`src/hdl/uad_pkg.sv`:
```
/*
 uad_pkg: register map, field positions, reset values, events and
 attach states of the attach/detach control block.
 assumes: every design file imports it whole.
*/
package uad_pkg;
   // core clock and full-speed signalling rate
   localparam int unsigned CLK_HZ = 200_000_000;
   localparam int unsigned USB_FS_BPS = 12_000_000;
   localparam int unsigned PIN_W = 5;
   localparam int unsigned GPIO_N = 32;
   // register byte offsets
   localparam logic [7:0] OFF_CTRL = 8'h00;
   localparam logic [7:0] OFF_PINS = 8'h04;
   localparam logic [7:0] OFF_POWER = 8'h08;
   localparam logic [7:0] OFF_STATUS = 8'h0c;
   localparam logic [7:0] OFF_INT_STAT = 8'h10;
   localparam logic [7:0] OFF_INT_MASK = 8'h14;
   // control bits
   localparam int unsigned CTRL_READY = 0;
   localparam int unsigned CTRL_SELF = 1;
   localparam int unsigned CTRL_EXTPU = 2;
   localparam int unsigned CTRL_EPSET = 3;
   localparam int unsigned CTRL_WAKE = 4;
   localparam logic [4:0] CTRL_RST = 5'h00;
   // pin number fields, one per byte
   localparam int unsigned PINS_PU = 0;
   localparam int unsigned PINS_SENSE = 8;
   localparam int unsigned PINS_DET = 16;
   localparam int unsigned PINS_WAKE = 24;
   localparam logic [PIN_W-1:0] PU_PIN_RST = 5'h00;
   localparam logic [PIN_W-1:0] SENSE_PIN_RST = 5'h01;
   localparam logic [PIN_W-1:0] DET_PIN_RST = 5'h02;
   localparam logic [PIN_W-1:0] WAKE_PIN_RST = 5'h03;
   // descriptor power in 2 mA units: 300 mA
   localparam logic [7:0] POWER_RST = 8'h96;
   // sticky events
   localparam int unsigned EV_N = 4;
   localparam int unsigned EV_ATTACH = 0;
   localparam int unsigned EV_DETACH = 1;
   localparam int unsigned EV_SUPPLY = 2;
   localparam int unsigned EV_SUSPEND = 3;
   typedef enum logic [1:0] {
      UAD_ST_IDLE,
      UAD_ST_ATTACHED,
      UAD_ST_DETACHED
   } uad_state_e;
endpackage

```
`src/hdl/uad_ctl_if.sv`:
```
/*
 uad_ctl_if: bundle between the top and the attach state machine.
 assumes: one clock domain, all signals on hclk.
*/
`timescale 1ns/1ps
interface uad_ctl_if;
   import uad_pkg::*;
   logic enum_ready;
   logic self_powered;
   logic supply_ok;
   logic detach_req;
   logic pullup_en;
   logic detached;
   uad_state_e state;
   logic ev_attach;
   logic ev_detach;
   modport top (
      output enum_ready, self_powered, supply_ok, detach_req,
      input pullup_en, detached, state, ev_attach, ev_detach
   );
   modport fsm (
      input enum_ready, self_powered, supply_ok, detach_req,
      output pullup_en, detached, state, ev_attach, ev_detach
   );
endinterface

```
`src/hdl/uad_top.sv`:
```
/*
 uad_top: attach/detach control of a full-speed usb peripheral port,
 with an ahb-lite register slave, pin mapping and one interrupt.
 assumes: single ahb-lite master, one slave; serial engine signals
 (core_*) on hclk; general purpose pins asynchronous.
//
*/
// Contract
// RULE_01 - peripheral only, full speed, never bus master
// RULE_02 - pull D+ up once ready to enumerate
// RULE_03 - choose internal or pin-driven pull-up
// RULE_04 - self-powered: no pull-up without bus supply
// RULE_05 - supply sense pin chosen by setting
// RULE_06 - detach and wake pins chosen by setting
// RULE_07 - detach high: data lines float, pull-up off
// RULE_08 - detach low: reconnect, await enumeration
// RULE_09 - wake output high only during detach
// RULE_10 - no in-band wake while detached
// RULE_11 - bus-powered suspend keeps radio off
// RULE_12 - descriptor power from setting, 300 mA default
// RULE_13 - endpoint set selectable by setting
// RULE_14 - pull-up is AND of ready, supply, no detach; code applies the supply term only when self-powered
`timescale 1ns/1ps
module uad_top #(
   parameter int unsigned NPIN = uad_pkg::GPIO_N
) (
   // clock and reset
   input wire logic hclk,
   input wire logic hresetn,
   // ahb-lite slave
   input wire logic hsel,
   input wire logic [31:0] haddr,
   input wire logic [1:0] htrans,
   input wire logic hwrite,
   input wire logic [2:0] hsize,
   input wire logic [31:0] hwdata,
   input wire logic hready,
   output logic hreadyout,
   output logic hresp,
   output logic [31:0] hrdata,
   // general purpose pins
   input wire logic [NPIN-1:0] gpio_in,
   output logic [NPIN-1:0] gpio_out,
   output logic [NPIN-1:0] gpio_oe_n,
   // serial engine side
   input wire logic core_dp,
   input wire logic core_dn,
   input wire logic core_oe,
   input wire logic core_remote_wake,
   input wire logic core_suspend,
   output logic usb_remote_wake,
   output logic ep_set,
   output logic [7:0] max_power,
   // usb pads
   output logic usb_dp_out,
   output logic usb_dn_out,
   output logic usb_dp_oe_n,
   output logic usb_dn_oe_n,
   output logic usb_pullup_int,
   // system
   output logic radio_en,
   output logic irq
);
   import uad_pkg::*;

   initial begin
      if (NPIN < 4 || NPIN > 2**PIN_W) begin
         $error("uad_top: NPIN must lie in 4..32");
      end
   end

   uad_ctl_if ctl ();

   logic [NPIN-1:0] pin_s;
   logic [4:0] ctrl_reg;
   logic [PIN_W-1:0] pu_pin_reg;
   logic [PIN_W-1:0] sense_pin_reg;
   logic [PIN_W-1:0] det_pin_reg;
   logic [PIN_W-1:0] wake_pin_reg;
   logic [7:0] power_reg;
   logic [EV_N-1:0] stat_reg;
   logic [EV_N-1:0] stat_next;
   logic [EV_N-1:0] mask_reg;
   logic [EV_N-1:0] ev;
   logic supply_prev_reg;
   logic susp_prev_reg;
   logic wr_pend_reg;
   logic rd_wait_reg;
   logic [7:0] addr_reg;
   logic addr_ok;
   logic [31:0] rd_mux;
   logic wake_next;
   logic ext_pu;
   logic self_pw;

   // general purpose pin inputs
   uad_pin_sync #(
      .N(NPIN)
   ) u_sync (
      .hclk(hclk),
      .hresetn(hresetn),
      .pin_in(gpio_in),
      .pin_sync(pin_s)
   );

   uad_attach_fsm u_fsm (
      .hclk(hclk),
      .hresetn(hresetn),
      .ctl(ctl)
   );

   // out-of-range pin numbers read as low
   function automatic logic pick(input logic [NPIN-1:0] v,
      input logic [PIN_W-1:0] p);
      logic r;
      r = 1'b0;
      for (int k = 0; k < NPIN; k++) begin
         if (p == PIN_W'(k)) r = v[k];
      end
      return r;
   endfunction

   assign ext_pu = ctrl_reg[CTRL_EXTPU];
   assign self_pw = ctrl_reg[CTRL_SELF];
   assign ctl.enum_ready = ctrl_reg[CTRL_READY];
   assign ctl.self_powered = self_pw;
   assign ctl.supply_ok = pick(pin_s, sense_pin_reg); // RULE_05
   assign ctl.detach_req = pick(pin_s, det_pin_reg); // RULE_06

   // ahb-lite: writes with no wait, reads with one wait state
   assign addr_ok = hsel & htrans[1] & hready;
   assign hreadyout = ~rd_wait_reg;
   assign hresp = 1'b0;

   always_ff @(posedge hclk or negedge hresetn) begin
      if (!hresetn) begin
         wr_pend_reg <= 1'b0;
         rd_wait_reg <= 1'b0;
         addr_reg <= 8'h00;
      end else begin
         wr_pend_reg <= addr_ok & hwrite;
         rd_wait_reg <= addr_ok & ~hwrite;
         if (addr_ok) addr_reg <= haddr[7:0];
      end
   end

   always_comb begin
      rd_mux = 32'h0000_0000;
      case (addr_reg)
         OFF_CTRL: rd_mux = {27'h0, ctrl_reg};
         OFF_PINS: begin
            rd_mux[PINS_PU +: PIN_W] = pu_pin_reg;
            rd_mux[PINS_SENSE +: PIN_W] = sense_pin_reg;
            rd_mux[PINS_DET +: PIN_W] = det_pin_reg;
            rd_mux[PINS_WAKE +: PIN_W] = wake_pin_reg;
         end
         OFF_POWER: rd_mux = {24'h0, power_reg};
         OFF_STATUS: rd_mux = {25'h0, ctl.state, ctl.pullup_en,
            ctl.detached, ctl.supply_ok, ctl.detach_req, core_suspend};
         OFF_INT_STAT: rd_mux = {28'h0, stat_reg};
         OFF_INT_MASK: rd_mux = {28'h0, mask_reg};
         default: rd_mux = 32'h0000_0000;
      endcase
   end

   // read data sampled after any preceding write has landed
   always_ff @(posedge hclk or negedge hresetn) begin
      if (!hresetn) hrdata <= 32'h0000_0000;
      else if (rd_wait_reg) hrdata <= rd_mux;
   end

   always_ff @(posedge hclk or negedge hresetn) begin
      if (!hresetn) begin
         ctrl_reg <= CTRL_RST; // RULE_03
      end else if (wr_pend_reg && addr_reg == OFF_CTRL) begin
         ctrl_reg <= hwdata[4:0];
      end
   end

   always_ff @(posedge hclk or negedge hresetn) begin
      if (!hresetn) begin
         pu_pin_reg <= PU_PIN_RST;
         sense_pin_reg <= SENSE_PIN_RST;
         det_pin_reg <= DET_PIN_RST;
         wake_pin_reg <= WAKE_PIN_RST;
      end else if (wr_pend_reg && addr_reg == OFF_PINS) begin
         pu_pin_reg <= hwdata[PINS_PU +: PIN_W];
         sense_pin_reg <= hwdata[PINS_SENSE +: PIN_W];
         det_pin_reg <= hwdata[PINS_DET +: PIN_W];
         wake_pin_reg <= hwdata[PINS_WAKE +: PIN_W];
      end
   end

   always_ff @(posedge hclk or negedge hresetn) begin
      if (!hresetn) power_reg <= POWER_RST; // RULE_12
      else if (wr_pend_reg && addr_reg == OFF_POWER) begin
         power_reg <= hwdata[7:0];
      end
   end

   always_ff @(posedge hclk or negedge hresetn) begin
      if (!hresetn) mask_reg <= '0;
      else if (wr_pend_reg && addr_reg == OFF_INT_MASK) begin
         mask_reg <= hwdata[EV_N-1:0];
      end
   end

   // events; a set in the clearing cycle survives the clear
   always_ff @(posedge hclk or negedge hresetn) begin
      if (!hresetn) begin
         supply_prev_reg <= 1'b0;
         susp_prev_reg <= 1'b0;
      end else begin
         supply_prev_reg <= ctl.supply_ok;
         susp_prev_reg <= core_suspend;
      end
   end

   always_comb begin
      ev = '0;
      ev[EV_ATTACH] = ctl.ev_attach;
      ev[EV_DETACH] = ctl.ev_detach;
      ev[EV_SUPPLY] = ctl.supply_ok ^ supply_prev_reg;
      ev[EV_SUSPEND] = core_suspend & ~susp_prev_reg;
      stat_next = stat_reg;
      if (wr_pend_reg && addr_reg == OFF_INT_STAT) begin
         stat_next = stat_reg & ~hwdata[EV_N-1:0];
      end
      stat_next = stat_next | ev;
   end

   always_ff @(posedge hclk or negedge hresetn) begin
      if (!hresetn) stat_reg <= '0;
      else stat_reg <= stat_next;
   end

   assign irq = |(stat_reg & mask_reg);

   // data lines: only ever answer the host, float while detached
   always_ff @(posedge hclk or negedge hresetn) begin
      if (!hresetn) begin
         usb_dp_out <= 1'b0;
         usb_dn_out <= 1'b0;
         usb_dp_oe_n <= 1'b1;
         usb_dn_oe_n <= 1'b1;
      end else begin
         usb_dp_out <= core_dp; // RULE_01
         usb_dn_out <= core_dn;
         usb_dp_oe_n <= ~(core_oe & ~ctl.detached); // RULE_07
         usb_dn_oe_n <= ~(core_oe & ~ctl.detached);
      end
   end

   always_ff @(posedge hclk or negedge hresetn) begin
      if (!hresetn) usb_pullup_int <= 1'b0;
      else usb_pullup_int <= ctl.pullup_en & ~ext_pu; // RULE_03
   end

   // in-band wake would be lost on a floating bus
   always_ff @(posedge hclk or negedge hresetn) begin
      if (!hresetn) usb_remote_wake <= 1'b0;
      else usb_remote_wake <= core_remote_wake & ~ctl.detached & // RULE_10
         (ctl.state == UAD_ST_ATTACHED);
   end

   // bus-powered suspend leaves no budget for the radio
   always_ff @(posedge hclk or negedge hresetn) begin
      if (!hresetn) radio_en <= 1'b1;
      else radio_en <= ~(core_suspend & ~self_pw); // RULE_11
   end

   always_ff @(posedge hclk or negedge hresetn) begin
      if (!hresetn) begin
         ep_set <= 1'b0;
         max_power <= POWER_RST;
      end else begin
         ep_set <= ctrl_reg[CTRL_EPSET]; // RULE_13
         max_power <= power_reg; // RULE_12
      end
   end

   assign wake_next = ctrl_reg[CTRL_WAKE] & ctl.detach_req; // RULE_09

   // pin drivers; pull-up pin floats when off, wake pin driven always
   genvar i;
   generate
      for (i = 0; i < NPIN; i++) begin : g_pin
         localparam logic [PIN_W-1:0] IDX = PIN_W'(i);
         logic pu_here;
         logic wk_here;
         assign pu_here = ext_pu & (pu_pin_reg == IDX);
         assign wk_here = (wake_pin_reg == IDX);
         always_ff @(posedge hclk or negedge hresetn) begin
            if (!hresetn) begin
               gpio_out[i] <= 1'b0;
               gpio_oe_n[i] <= 1'b1;
            end else begin
               gpio_out[i] <= (pu_here & ctl.pullup_en) | // RULE_03
                  (wk_here & wake_next); // RULE_06
               gpio_oe_n[i] <= ~((pu_here & ctl.pullup_en) | wk_here);
            end
         end
      end
   endgenerate
endmodule

```
`src/hdl/uad_pin_sync.sv`:
```
/*
 uad_pin_sync: two flip-flop synchroniser for every general purpose pin.
 assumes: pins are asynchronous to hclk.
*/
`timescale 1ns/1ps
module uad_pin_sync #(
   parameter int unsigned N = 32
) (
   // clock and reset
   input wire logic hclk,
   input wire logic hresetn,
   // pins
   input wire logic [N-1:0] pin_in,
   output logic [N-1:0] pin_sync
);
   import uad_pkg::*;
   initial begin
      if (N < 1) $error("uad_pin_sync: N must be at least 1");
   end
   logic [N-1:0] meta_reg;
   genvar i;
   generate
      for (i = 0; i < N; i++) begin : g_bit
         // first stage feeds the second stage only
         always_ff @(posedge hclk or negedge hresetn) begin
            if (!hresetn) begin
               meta_reg[i] <= 1'b0;
               pin_sync[i] <= 1'b0;
            end else begin
               meta_reg[i] <= pin_in[i];
               pin_sync[i] <= meta_reg[i];
            end
         end
      end
   endgenerate
endmodule

```
`src/hdl/uad_attach_fsm.sv`:
```
/*
 uad_attach_fsm: attach state and registered pull-up enable.
 assumes: inputs already synchronised to hclk by the top.
*/
`timescale 1ns/1ps
module uad_attach_fsm (
   // clock and reset
   input wire logic hclk,
   input wire logic hresetn,
   // control bundle
   uad_ctl_if.fsm ctl
);
   import uad_pkg::*;
   uad_state_e state_reg;
   uad_state_e state_next;
   logic pullup_reg;
   logic pullup_next;
   logic detached_reg;

   assign pullup_next = ctl.enum_ready & ~ctl.detach_req & // RULE_14
      (ctl.supply_ok | ~ctl.self_powered); // RULE_04

   always_comb begin
      state_next = state_reg;
      case (state_reg)
         UAD_ST_IDLE: begin
            if (ctl.detach_req) state_next = UAD_ST_DETACHED;
            else if (pullup_next) state_next = UAD_ST_ATTACHED;
         end
         UAD_ST_ATTACHED: begin
            if (ctl.detach_req) state_next = UAD_ST_DETACHED;
            else if (!pullup_next) state_next = UAD_ST_IDLE;
         end
         UAD_ST_DETACHED: begin
            // back on the bus as soon as the request drops
            if (!ctl.detach_req) begin // RULE_08
               state_next = pullup_next ? UAD_ST_ATTACHED : UAD_ST_IDLE;
            end
         end
         default: state_next = UAD_ST_IDLE;
      endcase
   end

   always_ff @(posedge hclk or negedge hresetn) begin
      if (!hresetn) state_reg <= UAD_ST_IDLE;
      else state_reg <= state_next;
   end

   always_ff @(posedge hclk or negedge hresetn) begin
      if (!hresetn) pullup_reg <= 1'b0;
      else pullup_reg <= pullup_next; // RULE_02
   end

   always_ff @(posedge hclk or negedge hresetn) begin
      if (!hresetn) detached_reg <= 1'b0;
      else detached_reg <= ctl.detach_req; // RULE_07
   end

   assign ctl.ev_attach = (state_next == UAD_ST_ATTACHED) &&
      (state_reg != UAD_ST_ATTACHED);
   assign ctl.ev_detach = (state_next == UAD_ST_DETACHED) &&
      (state_reg != UAD_ST_DETACHED);
   assign ctl.pullup_en = pullup_reg;
   assign ctl.detached = detached_reg;
   assign ctl.state = state_reg;
endmodule

```
`config.mk`:
```
export PLATFORM = sky130hd
export DESIGN_NAME = uad_top
export DESIGN_NICKNAME = d
export VERILOG_FILES = /design/src/hdl/uad_pkg.sv /design/src/hdl/uad_ctl_if.sv /design/src/hdl/uad_top.sv /design/src/hdl/uad_pin_sync.sv /design/src/hdl/uad_attach_fsm.sv
export SDC_FILE = /design/constraint.sdc
export NUM_CORES = 1
export LEC_CHECK = 0
export ABC_AREA = 1
export ABC_CLOCK_PERIOD_IN_PS = 3100
export BUFFER_PORTS_ARGS = -buffer_cell sky130_fd_sc_hd__buf_2
export CAP_MARGIN = 25
export CORE_MARGIN = 3
export CORE_UTILIZATION = 50
export CTS_CLUSTER_SIZE = 8
export DETAILED_ROUTE_END_ITERATION = 10
export PLACE_DENSITY = 0.76
export SLEW_MARGIN = 20
export SYNTH_ARGS = -nofsm -noshare
export SYNTH_HDL_FRONTEND = slang
export SYNTH_HIERARCHICAL = 1
export SYNTH_SLANG_ARGS = --single-unit
```
`constraint.sdc`:
```
create_clock -name hclk -period 3.1 [get_ports hclk]
set_input_delay 0.31 -clock hclk [delete_from_list [all_inputs] [get_ports hclk]]
set_output_delay 0.31 -clock hclk [all_outputs]
set_load 0.03 [all_outputs]
```
==> results of run 1 <==
-- metrics by stage --
| step | instance area (um^2) | TNS, ns | setup WS [ns] | power [mW] |
|---|---|---|---|---|
| after CTS | 11500 | 0 | 0.0350 | 6.91 |
| after floorplan | 8920 | 0 | 0.527 | 3.57 |
| after global routing | 11700 | -0.989 | -0.0891 | 7.19 |
| final | 11700 | 0 | 0.171 | 6.93 |
| after detailed placement | 10200 | 0 | 0.0637 | 3.86 |
| after global placement | 10200 | 0 | 0.0926 | 3.84 |
-- area by class of cell --
cell class / instances / area, um^2
Multi-Input combinational cell: 528 / 2740
Tap cell: 225 / 282
Sequential cell: 223 / 5650
Timing Repair Buffer: 260 / 1680
Clock buffer: 53 / 858
Fill cell: 1354 / 5660
Inverter: 131 / 499
-- worst max-delay path: cells and delay by family, from the launching register on --
family	cells	cell delay, ns
flops	1	0.65
compound gates	1	0.14
buf+inv	2	0.09
simple gates	27	1.91
-- worst max path at each step --
| stage | from | to | slack, ns | cells past startpoint |
|---|---|---|---|---|
| detailed placement | sense_pin_reg[1] | stat_reg[0] | 0.06 | 29 |
| global placement | sense_pin_reg[1] | stat_reg[0] | 0.09 | 29 |
| floorplan | sense_pin_reg[0] | stat_reg[0] | 0.53 | 32 |
| finish | sense_pin_reg[0] | stat_reg[0] | 0.17 | 30 |
| global route | sense_pin_reg[0] | stat_reg[0] | -0.09 | 30 |
| CTS | det_pin_reg[1] | gpio_out[20] | 0.04 | 24 |
-- where the power goes --
group / switching [mW] / internal [mW] / total, mW
Sequential: 0.102 / 3.07 / 3.17
Clock: 1.17 / 1.84 / 3.01
Combinational: 0.484 / 0.259 / 0.742
-- placed cells by master, fill, tap and decap left out, types with 3 or more instances in the layout --
master	instances
sky130_fd_sc_hd__buf_6	3
sky130_fd_sc_hd__nand2_1	165
sky130_fd_sc_hd__nand3_1	39
sky130_fd_sc_hd__dfstp_2	46
sky130_fd_sc_hd__o2111ai_1	6
sky130_fd_sc_hd__o21ai_1	18
sky130_fd_sc_hd__a21oi_1	26
sky130_fd_sc_hd__nor2_2	4
sky130_fd_sc_hd__inv_1	118
sky130_fd_sc_hd__buf_2	177
sky130_fd_sc_hd__inv_4	3
sky130_fd_sc_hd__o21ai_0	26
sky130_fd_sc_hd__dlygate4sd3_1	44
sky130_fd_sc_hd__mux2_2	8
sky130_fd_sc_hd__buf_12	3
sky130_fd_sc_hd__a31oi_1	15
sky130_fd_sc_hd__nor2_1	96
sky130_fd_sc_hd__a31o_2	5
sky130_fd_sc_hd__clkbuf_16	31
sky130_fd_sc_hd__nand3_2	6
sky130_fd_sc_hd__buf_4	32
sky130_fd_sc_hd__o31ai_1	15
sky130_fd_sc_hd__dfrtp_2	6
sky130_fd_sc_hd__conb_1	10
sky130_fd_sc_hd__inv_2	7
sky130_fd_sc_hd__nand2_2	9
sky130_fd_sc_hd__dfrtp_1	171
sky130_fd_sc_hd__nor4_1	3
sky130_fd_sc_hd__nor2_4	10
sky130_fd_sc_hd__a21oi_2	11
sky130_fd_sc_hd__clkinv_1	3
sky130_fd_sc_hd__nand4_1	27
sky130_fd_sc_hd__a2111oi_0	4
sky130_fd_sc_hd__nor3_1	6
sky130_fd_sc_hd__clkbuf_1	22
-- kinds of logic (layout without fill, tap and decap cells) --
logic type / after synthesis / in the layout / synth area share
and+or+nand+nor: 373 / 373 / 0.180
buffers and inverters: 167 / 444 / 0.0779
DFF: 223 / 223 / 0.634
AOI/OAI and AO/OA: 137 / 137 / 0.0970
other: 1 / 10 / 0.000422
muxes: 8 / 8 / 0.0101
-- per-layer routing --
layer	track usage	part of all wire
met1	0.337	0.42
met2	0.410	0.48
met3	0.0478	0.076
met4	0.0649	0.023
met5	0	0
-- timing repair --
action / in CTS / in global routing
hold buffers: 44 / 0
setup endpoints to repair: 0 / 39
hold endpoints to repair: 145 / 0
buffers inserted: 0 / 2
resized for setup: 0 / 50
==> impl_summary.md, run 1 <==
Status
The flow ran to the end, and the final reports show no timing, DRC or antenna violations.

Synth
The dominant cell by count in the synthesized netlist is sky130_fd_sc_hd__dfrtp_1. The async set-or-reset flop fraction in the synthesized netlist is 1.00. Synthesis produced a netlist whose cell count is 909. Of the synthesized area, sequential elements account for 0.634. In the post-synthesis netlist, the biggest area contributors are sky130_fd_sc_hd__dfrtp_1 (50%), sky130_fd_sc_hd__dfstp_2 (14%), sky130_fd_sc_hd__nand2_1 (7.4%), sky130_fd_sc_hd__inv_1 (5.0%), sky130_fd_sc_hd__nor2_1 (4.4%). The number of synthesis warnings is 6. Of the post-synthesis cell area, the dominant cell type holds 0.498. The count of flip-flops with a built-in enable after synthesis is 0. The post-synthesis cell type with the largest combined area is sky130_fd_sc_hd__dfrtp_1. By count the netlist is led by sky130_fd_sc_hd__dfrtp_1 (177), sky130_fd_sc_hd__nand2_1 (175), sky130_fd_sc_hd__inv_1 (119), sky130_fd_sc_hd__nor2_1 (103), sky130_fd_sc_hd__dfstp_2 (46). The most used flip-flop cell after synthesis is sky130_fd_sc_hd__dfrtp_1.

The post-synth design cell area is 8890 um^2. The synthesized flop and latch total is 223. The average cell area after synthesis is 9.78 um^2. The number of distinct library cells after synthesis is 42.

Routing
The number of design rule violations left after detail routing is 0. The number of iterations in the first detailed-routing pass is 7. The routed via count is 7363. The detailed-route vias per instance is 5.19. The final layout contains routed wiring with a total length of 24300 um. The post-route antenna net violation count is 0. In this run, the number of DRC markers left after iteration 0 of detailed routing was 537. Dividing the detail-routed wire length by the instance count gives 17.1 um.

Critical path
The delay of the slowest cell on the worst path is 0.65 ns. The worst setup path is launched from a flip-flop. The critical path is of the reg2reg type.

The arrival time of the worst setup path is 3.35 ns. For this design, the slowest cell found on the critical path is sky130_fd_sc_hd__dfstp_2. The cell with the most instances on the worst path is sky130_fd_sc_hd__nand2_1. The required time of the critical path is 3.52 ns. The cell depth of the worst flop-to-flop path is 30. In this run the critical register-to-register path is captured at stat_reg[0].

The critical path capture point type is a flip-flop. In this run the critical register-to-register path is launched from sense_pin_reg[0]. Across all register-to-register paths, the minimum setup slack is 0.17 ns. The top fanout value on the critical path is 7.

Final layout
The final instance count without filler cells is 1420. The net count of the finished layout is 1286. In the final layout, the share of cells above drive strength 1 is 0.309. The area growth from synthesis to final layout is 31.6%. The antenna diode count is 0. The utilization after layout is 0.674.

Clocking
The root buffer cell chosen for the clock tree is sky130_fd_sc_hd__clkbuf_16. The H-tree depth reported by CTS is 1. The buffer depth of the longest clock path is 3. The clock tree from TritonCTS is yes. The clock latency of the later-clocked register in the worst-skew pair is 0.53 ns. The number of clock sinks seen by CTS is 223. The register clock-pin slew on the reported worst setup and hold paths is 0.06 ns. The number of CTS-inserted buffers is 31.

Placed design
Input and output buffers added on the ports amount to 178. The post-detailed-placement half-perimeter wirelength is 15900 um. The total placed cells including tap cells is 1321. Routability-driven placement finished with a final weighted congestion of 0.953.

Die
In this run the vertical extent of the chip is 139 um. In this run the core area contains 48 standard-cell rows. For this design the top-level I/O count stands at 226. The die extent in x is 139 um. The effective utilization at floorplan is 0.512. The floorplan die area is 19400 um^2. The core region is 17400 um^2.

Global routing
Entering global routing, the biggest net connects 109 pins. The overall overflow remaining after global route is 0. The first global-routing pass estimated 38800 um of wire. The initial antenna violation count was 0. The global-route total usage across every layer is 0.247. The via count of the first global-routing pass is 7351.

Timing
The total count of hold-check failures in the final report is 0. Based on the critical path, the design can be clocked at up to 341 MHz. Headroom to the max-slew limit came out at 0.466. Hold timing on the final database bottoms out at a slack of 0.0193 ns. Clock skew on the completed layout was measured at 0.0104 ns. The final max-slew violation count is 0.

The post-layout minimum cycle time is 2.93 ns. Dividing the final minimum period by the clock period gives 0.945. Setup violations remaining at the end of the flow were counted as 0. Setup repair after global routing could not meet its margin everywhere. The actual transition at the worst max-transition pin is 0.801 ns.

Hold path
The worst hold path was traced through 2 stages. The worst min-delay path category is in2reg. The startpoint identified for the worst hold timing path is haddr[5].

The capture endpoint of the worst hold path is addr_reg[5].

Pwr
The total power per unit cell area is 592 nW/um^2. The static leakage is 5.74 nW. The worst voltage drop across the vdd grid is 0.519 mV.

Run
Max-cap violations in this run came to 0.
Power figures use the tool's default switching activity.
==> run 2: changes to the inputs <==
Settings changed: ABC_CLOCK_PERIOD_IN_PS 3100 to 2500, CORE_UTILIZATION 50 to 48, SYNTH_HIERARCHICAL 1 to unset.
Clock period 3.1 ns to 2.5 ns, I/O delays scaled along.
==> run 2 against run 1 <==
Against the previous run: sequential cell count unchanged; clock skew up 0.0038 ns; non-clock buffer count up 65; die area up 4.4%; final area up 4.6%; the run now ends with setup timing left; hold slack better by 0.0088 ns; critical path type unchanged; global-route usage down 0.080 points; synthesized area up 0.42%; setup slack worse by 0.31 ns; total power up 26%; first-iteration DRC count down 9.5%.
==> impl_summary.md, run 2 <==
Placed design
The post-detailed-placement half-perimeter wirelength is 16700 um (was 15900 um). The count of buffers inserted at the top-level ports is 178 (unchanged). The final weighted congestion in routability-driven placement is 0.964 (was 0.953). The post-placement setup slack is -0.263 ns (was 0.0637 ns).

Global routing
The first-pass GRT wire length is 39800 um (was 38800 um). The initial antenna violation count came to 1 (was 0). The pin count of the biggest net entering global routing is 78 (was 109). The overall overflow remaining after global route is 0 (unchanged). The global-route total usage across every layer is 0.246 (was 0.247). The via count of the first global-routing pass is 7778 (was 7351).

Final layout
The utilization after layout is 0.676 (was 0.674). The most common cell after layout, fill and taps aside is sky130_fd_sc_hd__buf_2 (unchanged). The area occupied by multi-input gates is 2730 um^2 (was 2740 um^2).

Commonest cells after routing, fill and taps aside: sky130_fd_sc_hd__buf_2 (177), sky130_fd_sc_hd__dfrtp_1 (175), sky130_fd_sc_hd__nand2_1 (146) (was sky130_fd_sc_hd__buf_2 (177), sky130_fd_sc_hd__dfrtp_1 (171), sky130_fd_sc_hd__nand2_1 (165)). The share of post-route cells with drive strength above 1 is 0.335 (was 0.309). The area growth from synthesis to final layout is 37.1% (was 31.6%).

The total area of sequential cells is 5640 um^2 (was 5650 um^2). The total number of nets in the final design is 1330 (was 1286). The count of fill cells added during filler insertion is 1338 (was 1354).

Clocking
The buffer depth of the longest clock path is 3 (unchanged). The H-tree depth reported by CTS is 1 (unchanged). The register clock-pin slew on the reported worst setup and hold paths is 0.05 ns (was 0.06 ns). The number of clock sinks seen by CTS is 223 (unchanged). The clock tree from TritonCTS is yes (unchanged).

The clock latency of the later-clocked register in the worst-skew pair was 0.53 ns (about the same). The root buffer selected by CTS is sky130_fd_sc_hd__clkbuf_16 (unchanged). The number of CTS-inserted buffers was 31 (unchanged).

Synth
The post-synthesis cell type with the largest combined area was sky130_fd_sc_hd__dfrtp_1 (unchanged). Most common library cells after synthesis: sky130_fd_sc_hd__dfrtp_1 (177), sky130_fd_sc_hd__nand2_1 (151), sky130_fd_sc_hd__inv_1 (118), sky130_fd_sc_hd__nor2_1 (107), sky130_fd_sc_hd__dfstp_2 (46) (was sky130_fd_sc_hd__dfrtp_1 (177), sky130_fd_sc_hd__nand2_1 (175), sky130_fd_sc_hd__inv_1 (119), sky130_fd_sc_hd__nor2_1 (103), sky130_fd_sc_hd__dfstp_2 (46)). The number of distinct library cells after synthesis is 45 (was 42). The post-synth design cell area is 8920 um^2 (was 8890 um^2). The synthesized flop and latch total is 223 (unchanged).

Leading cell types by total area after synthesis: sky130_fd_sc_hd__dfrtp_1 (50%), sky130_fd_sc_hd__dfstp_2 (14%), sky130_fd_sc_hd__nand2_1 (6.4%), sky130_fd_sc_hd__inv_1 (5.0%), sky130_fd_sc_hd__nor2_1 (4.5%) (was sky130_fd_sc_hd__dfrtp_1 (50%), sky130_fd_sc_hd__dfstp_2 (14%), sky130_fd_sc_hd__nand2_1 (7.4%), sky130_fd_sc_hd__inv_1 (5.0%), sky130_fd_sc_hd__nor2_1 (4.4%)). The async set-or-reset flop fraction in the synthesized netlist was 1.00 (unchanged). The instance count of the mapped netlist is 887 (was 909). The dominant cell by count in the synthesized netlist is sky130_fd_sc_hd__dfrtp_1 (unchanged). The average cell area after synthesis is 10.1 um^2 (was 9.78 um^2). The area share of the largest cell type after synthesis was 0.496 (was 0.498). The count of flip-flops with a built-in enable after synthesis is 0 (unchanged). The sequential fraction of the synthesis area is 0.632 (was 0.634). The number of synthesis warnings is 0 (was 6). The most common flop cell mapped by yosys was sky130_fd_sc_hd__dfrtp_1 (unchanged).

Critical path
The kind of critical path is reg2reg (unchanged). The top fanout value on the critical path is 16 (was 7). The critical path's top delay family is simple AND/OR/NAND/NOR gates (unchanged).

The critical path capture point type is a flip-flop (unchanged). The sort of element at the start of the critical path is a flip-flop (unchanged). The number of buffers and inverters on the critical path is 1 (was 2). The required time of the critical path came to 2.89 ns (was 3.52 ns). The critical path goes through nor2_4 > nand2_2 > nor2_1 > nor3_1 > nand2_1 > nand4_1 > nand2_1 > nand4_1 > nand2_1 > nand4_1 > nor2_1 > nand4_1 > nand2_1 > nand4_1 > nand2_1 > nand4_2 > nor2_2 > nand4_4 > nand2_4 > buf_12 > a21oi_2.

The arrival time of the worst setup path is 3.04 ns (was 3.35 ns). The worst-path cell with the longest stage delay was sky130_fd_sc_hd__dfrtp_2 (was sky130_fd_sc_hd__dfstp_2). The delay of the slowest cell on the worst path is 0.47 ns (was 0.65 ns).

Timing
The total setup violations reported at the end of the flow came to 38 (was 0). The actual transition at the worst max-transition pin is 0.777 ns (was 0.801 ns). The post-route worst setup slack is -0.144 ns (was 0.171 ns).

The final max-slew violation count is 0 (unchanged). The timing-limited maximum frequency is 378 MHz (was 341 MHz). The total count of hold-check failures in the final report is 0 (unchanged).

The part of the cycle the worst path needs is 1.06 (was 0.945). RSZ-0062 raised after global routing: yes (unchanged). The final worst clock skew came to 0.0143 ns (was 0.0104 ns).

The relative slew slack is 0.480 (was 0.466). The post-layout minimum cycle time came to 2.64 ns (was 2.93 ns).

Pwr
The share of power burned in registers was 0.453 (was 0.458). The switching portion of total power is 0.253 (was 0.254). The total power per unit cell area came to 711 nW/um^2 (was 592 nW/um^2). The share of power burned in combinational logic came to 0.117 (was 0.107). The overall power consumption is 8.70 mW (was 6.93 mW). The switching power came to 2.20 mW (was 1.76 mW).

The cell-internal power came to 6.50 mW (was 5.17 mW). The static leakage was 5.95 nW (was 5.74 nW). The worst voltage drop across the vdd grid is 0.569 mV (was 0.519 mV).

The power share of the clock group came to 0.431 (was 0.435).

Die
The floorplan die area came to 20300 um^2 (was 19400 um^2). The die extent in x is 142 um (was 139 um). The area of the core is 18100 um^2 (was 17400 um^2). The total I/O pin count came to 226 (unchanged). The effective utilization at floorplan is 0.493 (was 0.512).

The number of placement rows was 49 (was 48). The vertical extent of the die is 142 um (was 139 um).

Hold path
The worst min-delay path category is in2reg (unchanged).

Status
Result of the run: finished, violations left (was complete, no violations). The final reports fail on setup timing.

Routing
The number of design rule violations left after detail routing is 0 (unchanged). The total wire length after detailed routing is 24600 um (was 24300 um). The routed via count is 7555 (was 7363).

The post-route antenna net violation count is 0 (unchanged). The number of iterations in the first detailed-routing pass is 5 (was 7). The average wire per cell in the routed design is 16.7 um (was 17.1 um). The detailed-route vias per instance is 5.14 (was 5.19).

The number of violations reported at the end of detailed-routing iteration 0 is 486 (was 537).

Run
The reported max-cap violation count is 0 (unchanged).
[run 2: changes by cell type after synthesis, sizes merged, moves of 3 or more]
cell / previous run / this run
nor3: 7 / 11
nand3: 45 / 41
inv: 128 / 121
nand4: 27 / 35
o21ai: 46 / 51
nand2: 176 / 153
nor4: 4 / 1
a31o: 5 / 2
o22ai: 1 / 6
o2111ai: 6 / 3
a21oi: 37 / 32
[run 2: through the flow]
stage / area (um^2) / setup TNS [ns] / cells / hold slack [ns]
final: 12200 / -3.65 / 1471 / 0.0281
after floorplan: 8960 / 0 / 896 / -0.0456
after global placement: 10500 / -6.46 / 1339 / 0.275
after CTS: 12100 / -3.92 / 1467 / 0.00844
after global routing: 12200 / -12.11 / 1471 / 0.0113
after detailed placement: 10500 / -7.77 / 1339 / 0.280
[run 2: what timing repair did]
item                                    4_1_cts  5_1_grt
pin swaps                                     2        3
endpoints found under the setup margin       41       42
setup buffers                                 5        3
hold endpoints to repair                    125        0
gates resized for setup                      17       23
hold buffers                                 68        0
[run 2: worst paths after layout]
path                       cells past startpoint  slack (ns)                  end                start
max in group asynchronous                      3        1.44         power_reg[7]              hresetn
min                                            3        0.03      wake_pin_reg[2]           hwdata[26]
max                                           21       -0.14          gpio_out[2]       det_pin_reg[0]
min in group asynchronous                      2        0.31   u_sync.pin_sync[2]              hresetn
max reg2reg                                   21       -0.14          gpio_out[2]       det_pin_reg[0]
min reg2reg                                    0        0.35  u_sync.pin_sync[30]  u_sync.meta_reg[30]
[run 2: cell type report]
| type | instances | area share |
|---|---|---|
| Tap cell | 229 | 0.0234 |
| Multi-Input combinational cell | 514 | 0.223 |
| Timing Repair Buffer | 325 | 0.183 |
| Inverter | 124 | 0.0381 |
| Sequential cell | 223 | 0.461 |
| Clock buffer | 55 | 0.0708 |
| Antenna cell | 1 | 0.000205 |
[run 2: cells by family after synthesis]
| logic type | after synthesis | synth area share |
|---|---|---|
| compound gates | 135 | 0.102 |
| buf+inv | 159 | 0.0760 |
| other cells | 1 | 0.000420 |
| mux | 10 | 0.0126 |
| flops | 223 | 0.632 |
| simple gates | 358 | 0.176 |
| xor+xnor | 1 | 0.000982 |
[run 2: power by group through the flow]
stage | Combinational, mW | Clock, mW | Sequential [mW]
after detailed placement | 0.873 | 0 | 3.98
after global placement | 0.862 | 0 | 3.98
final | 1.01 | 3.75 | 3.94
after global routing | 1.11 | 3.97 | 3.96
after CTS | 0.974 | 3.80 | 3.93
after floorplan | 0.415 | 0 | 4.05
[run 2: layer usage]
layer,share of wire,GRT usage
met5,0,0
met3,0.072,0.0514
met4,0.029,0.0745
met1,0.41,0.322
met2,0.48,0.416
[run 2: tightest hold or removal path, stage by stage]
cell and delay (ns):
sky130_fd_sc_hd__buf_2 0.10, sky130_fd_sc_hd__nor2_1 0.05, sky130_fd_sc_hd__a21oi_1 0.11
==> run 3: changes to the inputs <==
Settings changed: REMOVE_ABC_BUFFERS set to 1.
==> run 3 against run 2 <==
Against the previous run: the flow still finishes with violations (setup timing); non-clock buffer count down 10; count of clock-buffer cells in the layout up 2; sequential cell count unchanged; critical path type unchanged; first-iteration DRC count up 1.9%; setup slack worse by 0.088 ns; total power up 0.47%; highest routed layer unchanged; routed wire length down 1.3%.
==> impl_summary.md, run 3 (synthesized netlist as in run 2, its figures left out) <==
Routing
The post-route antenna net violation count was 0 (unchanged). The average wire per cell in the routed design is 16.6 um (was 16.7 um). The number of design rule violations left after detail routing is 0 (unchanged). The routed via count is 7392 (was 7555).

The number of iterations in the first detailed-routing pass came to 5 (unchanged). The number of violations reported at the end of detailed-routing iteration 0 was 495 (was 486). The total wire length after detailed routing was 24200 um (was 24600 um).

The detailed-route vias per instance is 5.05 (was 5.14).

Final layout
The area growth from synthesis to final layout is 37.2% (was 37.1%). The most common cell after layout, fill and taps aside is sky130_fd_sc_hd__buf_2 (unchanged). Commonest cells after routing, fill and taps aside: sky130_fd_sc_hd__buf_2 (177), sky130_fd_sc_hd__dfrtp_1 (175), sky130_fd_sc_hd__nand2_1 (143) (was sky130_fd_sc_hd__buf_2 (177), sky130_fd_sc_hd__dfrtp_1 (175), sky130_fd_sc_hd__nand2_1 (146)). The antenna diode count is 0 (was 1). The final instance count without filler cells is 1463 (was 1471). The total number of nets in the final design was 1320 (was 1330).

The share of post-route cells with drive strength above 1 is 0.335 (about the same). The final cell area excluding filler cells is 12200 um^2 (about the same). The utilization after layout is 0.677 (was 0.676).

Pwr
The switching power is 2.21 mW (was 2.20 mW). The share of power burned in registers is 0.450 (was 0.453). The switching portion of total power came to 0.253 (about the same). The share of power burned in combinational logic is 0.119 (was 0.117). The worst voltage drop across the vdd grid was 0.551 mV (was 0.569 mV). The power share of the clock group is 0.431 (about the same). The static leakage is 5.93 nW (was 5.95 nW). The total power per unit cell area was 714 nW/um^2 (was 711 nW/um^2). The cell-internal power is 6.53 mW (was 6.50 mW).

Critical path
The top fanout value on the critical path is 14 (was 16). The number of buffers and inverters on the critical path is 2 (was 1). The kind of critical path is reg2reg (unchanged).

The critical path capture point type is a flip-flop (unchanged). The critical path's top delay family is simple AND/OR/NAND/NOR gates (unchanged). Among the stages of the critical path, the cell type that occurs most often is sky130_fd_sc_hd__nand2_1. The required time of the critical path is 2.90 ns (was 2.89 ns).

The delay of the slowest cell on the worst path is 0.61 ns (was 0.47 ns). The worst-path cell with the longest stage delay was sky130_fd_sc_hd__dfstp_2 (was sky130_fd_sc_hd__dfrtp_2). The sort of element at the start of the critical path was a flip-flop (unchanged). Chain of cells forming the critical path: nor2_4 > nand2_2 > nand2_1 > inv_1 > nand2_1 > nand2_1 > nand4_1 > nand2_1 > nand4_1 > nand2_1 > nand4_1 > nor2_1 > nand4_1 > nand2_1 > nand4_1 > nand2_1 > nand4_2 > nor2_2 > nand4_4 > nand2_4 > buf_12 > a21oi_2 (was nor2_4 > nand2_2 > nor2_1 > nor3_1 > nand2_1 > nand4_1 > nand2_1 > nand4_1 > nand2_1 > nand4_1 > nor2_1 > nand4_1 > nand2_1 > nand4_1 > nand2_1 > nand4_2 > nor2_2 > nand4_4 > nand2_4 > buf_12 > a21oi_2). The arrival time of the worst setup path is 3.13 ns (was 3.04 ns).

Global routing
The peak-usage layer in the global routing report is met2 (unchanged). The global-route track usage on met2 was 0.386 (was 0.416). The met1 demand-to-capacity share in global routing came to 0.318 (was 0.322). The global-route total usage across every layer was 0.236 (was 0.246). The pin count of the biggest net entering global routing is 72 (was 78). The initial antenna violation count is 0 (was 1).

The met3 demand-to-capacity share in global routing is 0.0501 (was 0.0514). The via count of the first global-routing pass is 7495 (was 7778). The overall overflow remaining after global route is 0 (unchanged). The first-pass GRT wire length is 38400 um (was 39800 um).

Timing
The final worst clock skew is 0.0218 ns (was 0.0143 ns). The total setup violations reported at the end of the flow is 41 (was 38). The post-route worst setup slack is -0.232 ns (was -0.144 ns). The relative slew slack is 0.395 (was 0.480). The post-layout minimum cycle time came to 2.73 ns (was 2.64 ns). The actual transition at the worst max-transition pin is 0.884 ns (was 0.777 ns). The final max-slew violation count is 0 (unchanged). The total count of hold-check failures in the final report is 0 (unchanged). RSZ-0062 raised after global routing: yes (unchanged). The part of the cycle the worst path needs is 1.09 (was 1.06).

The timing-limited maximum frequency came to 366 MHz (was 378 MHz).

Placed design
The post-detailed-placement half-perimeter wirelength is 16400 um (was 16700 um). The total placed cells including tap cells is 1329 (was 1339). The final weighted congestion in routability-driven placement came to 0.915 (was 0.964).

The count of buffers inserted at the top-level ports is 178 (unchanged). The cell area reported after detailed placement is 10500 um^2 (about the same).

Hold path
The worst min-delay path category is in2reg (unchanged).

Die
The number of placement rows is 49 (unchanged). The vertical extent of the die is 142 um (unchanged). The floorplan die area is 20300 um^2 (unchanged).

The area of the core was 18100 um^2 (unchanged). The die extent in x came to 142 um (unchanged). The total I/O pin count is 226 (unchanged).

The effective utilization at floorplan is 0.493 (unchanged).

Status
Violated checks: setup timing (unchanged). Result of the run: finished, violations left (unchanged).

Clocking
The clock tree from TritonCTS is yes (unchanged). The clock latency of the later-clocked register in the worst-skew pair is 0.54 ns (was 0.53 ns). The number of clock sinks seen by CTS is 223 (unchanged). The number of CTS-inserted buffers is 31 (unchanged). The register clock-pin slew on the reported worst setup and hold paths is 0.05 ns (about the same). The H-tree depth reported by CTS is 1 (unchanged). The buffer depth of the longest clock path is 3 (unchanged). The root buffer selected by CTS is sky130_fd_sc_hd__clkbuf_16 (unchanged).

Run
The reported max-cap violation count was 0 (unchanged).
## run 3: cell types whose count changed in the layout (fill, tap and decap cells not counted), moves of 2 or more
cell,previous run,this run
sky130_fd_sc_hd__nand3_1,39,36
sky130_fd_sc_hd__buf_4,71,57
sky130_fd_sc_hd__inv_2,8,5
sky130_fd_sc_hd__nand2_1,146,143
sky130_fd_sc_hd__clkbuf_1,24,26
sky130_fd_sc_hd__nand3_2,2,4
sky130_fd_sc_hd__nand2_2,5,8
sky130_fd_sc_hd__o21ai_2,17,19
sky130_fd_sc_hd__buf_6,3,7
sky130_fd_sc_hd__nor2_1,99,97
sky130_fd_sc_hd__nor2_4,4,7
sky130_fd_sc_hd__inv_1,113,115
## run 3: timing repair
item                                    4_1_cts  5_1_grt
resized for setup                            25       30
endpoints found under the setup margin       41       42
hold buffers                                 68        0
setup buffers                                 3        5
endpoints found under the hold margin       132        0
pin swaps                                     4        8
## run 3: path summary, 6_finish.rpt
path / startpoint / endpoint / slack (ns) / depth (start not counted)
worst max-delay path: det_pin_reg[1] / gpio_out[2] / -0.23 / 22
worst min-delay path: hwdata[4] / power_reg[4] / 0.02 / 3
worst max register to register: det_pin_reg[1] / gpio_out[2] / -0.23 / 22
worst min register to register: u_sync.meta_reg[18] / u_sync.pin_sync[18] / 0.34 / 0
max in group asynchronous: hresetn / radio_en / 1.37 / 3
min in group asynchronous: hresetn / gpio_out[0] / 0.27 / 2
## run 3: final cells by class
type / count / area, um^2
Clock buffer: 57 / 873
Tap cell: 229 / 287
Inverter: 124 / 468
Fill cell: 1380 / 5840
Sequential cell: 223 / 5640
Clock inverter: 1 / 8.76
Timing Repair Buffer: 315 / 2190
Multi-Input combinational cell: 514 / 2780
## run 3: layer usage
| metal | vias up | routed length [um] |
|---|---|---|
| li1 | 3542 | - |
| met1 | 3486 | 10100 |
| met2 | 312 | 11500 |
| met3 | 52 | 1950 |
| met4 | 0 | 663 |
| met5 | - | 0 |
## run 3: stage by stage
| step | setup TNS [ns] | setup slack (ns) | hold slack, ns | total power, mW |
|---|---|---|---|---|
| 2_1_floorplan | -2.13 | -0.114 | -0.0456 | 4.41 |
| 3_3_place_gp | -5.28 | -0.173 | 0.238 | 4.83 |
| 3_5_place_dp | -7.23 | -0.236 | 0.245 | 4.85 |
| 4_1_cts | -7.97 | -0.238 | 0.00000405 | 8.77 |
| 5_1_grt | -18.61 | -0.480 | 0.0233 | 9.11 |
| 6_report | -8.15 | -0.232 | 0.0202 | 8.74 |
## run 3: power groups by stage
| stage | registers [mW] | logic [mW] | clock network (mW) |
|---|---|---|---|
| 6_report | 3.94 | 1.04 | 3.76 |
| 5_1_grt | 3.95 | 1.14 | 4.02 |
| 4_1_cts | 3.93 | 0.994 | 3.85 |
| 3_5_place_dp | 3.98 | 0.870 | 0 |
| 3_3_place_gp | 3.98 | 0.858 | 0 |
| 2_1_floorplan | 4.06 | 0.351 | 0 |
## run 3: worst min-delay path, delay by kind of cell
kind	cells	cell delay (ns)
AOI/OAI and AO/OA	1	0.09
buffers and inverters	2	0.20
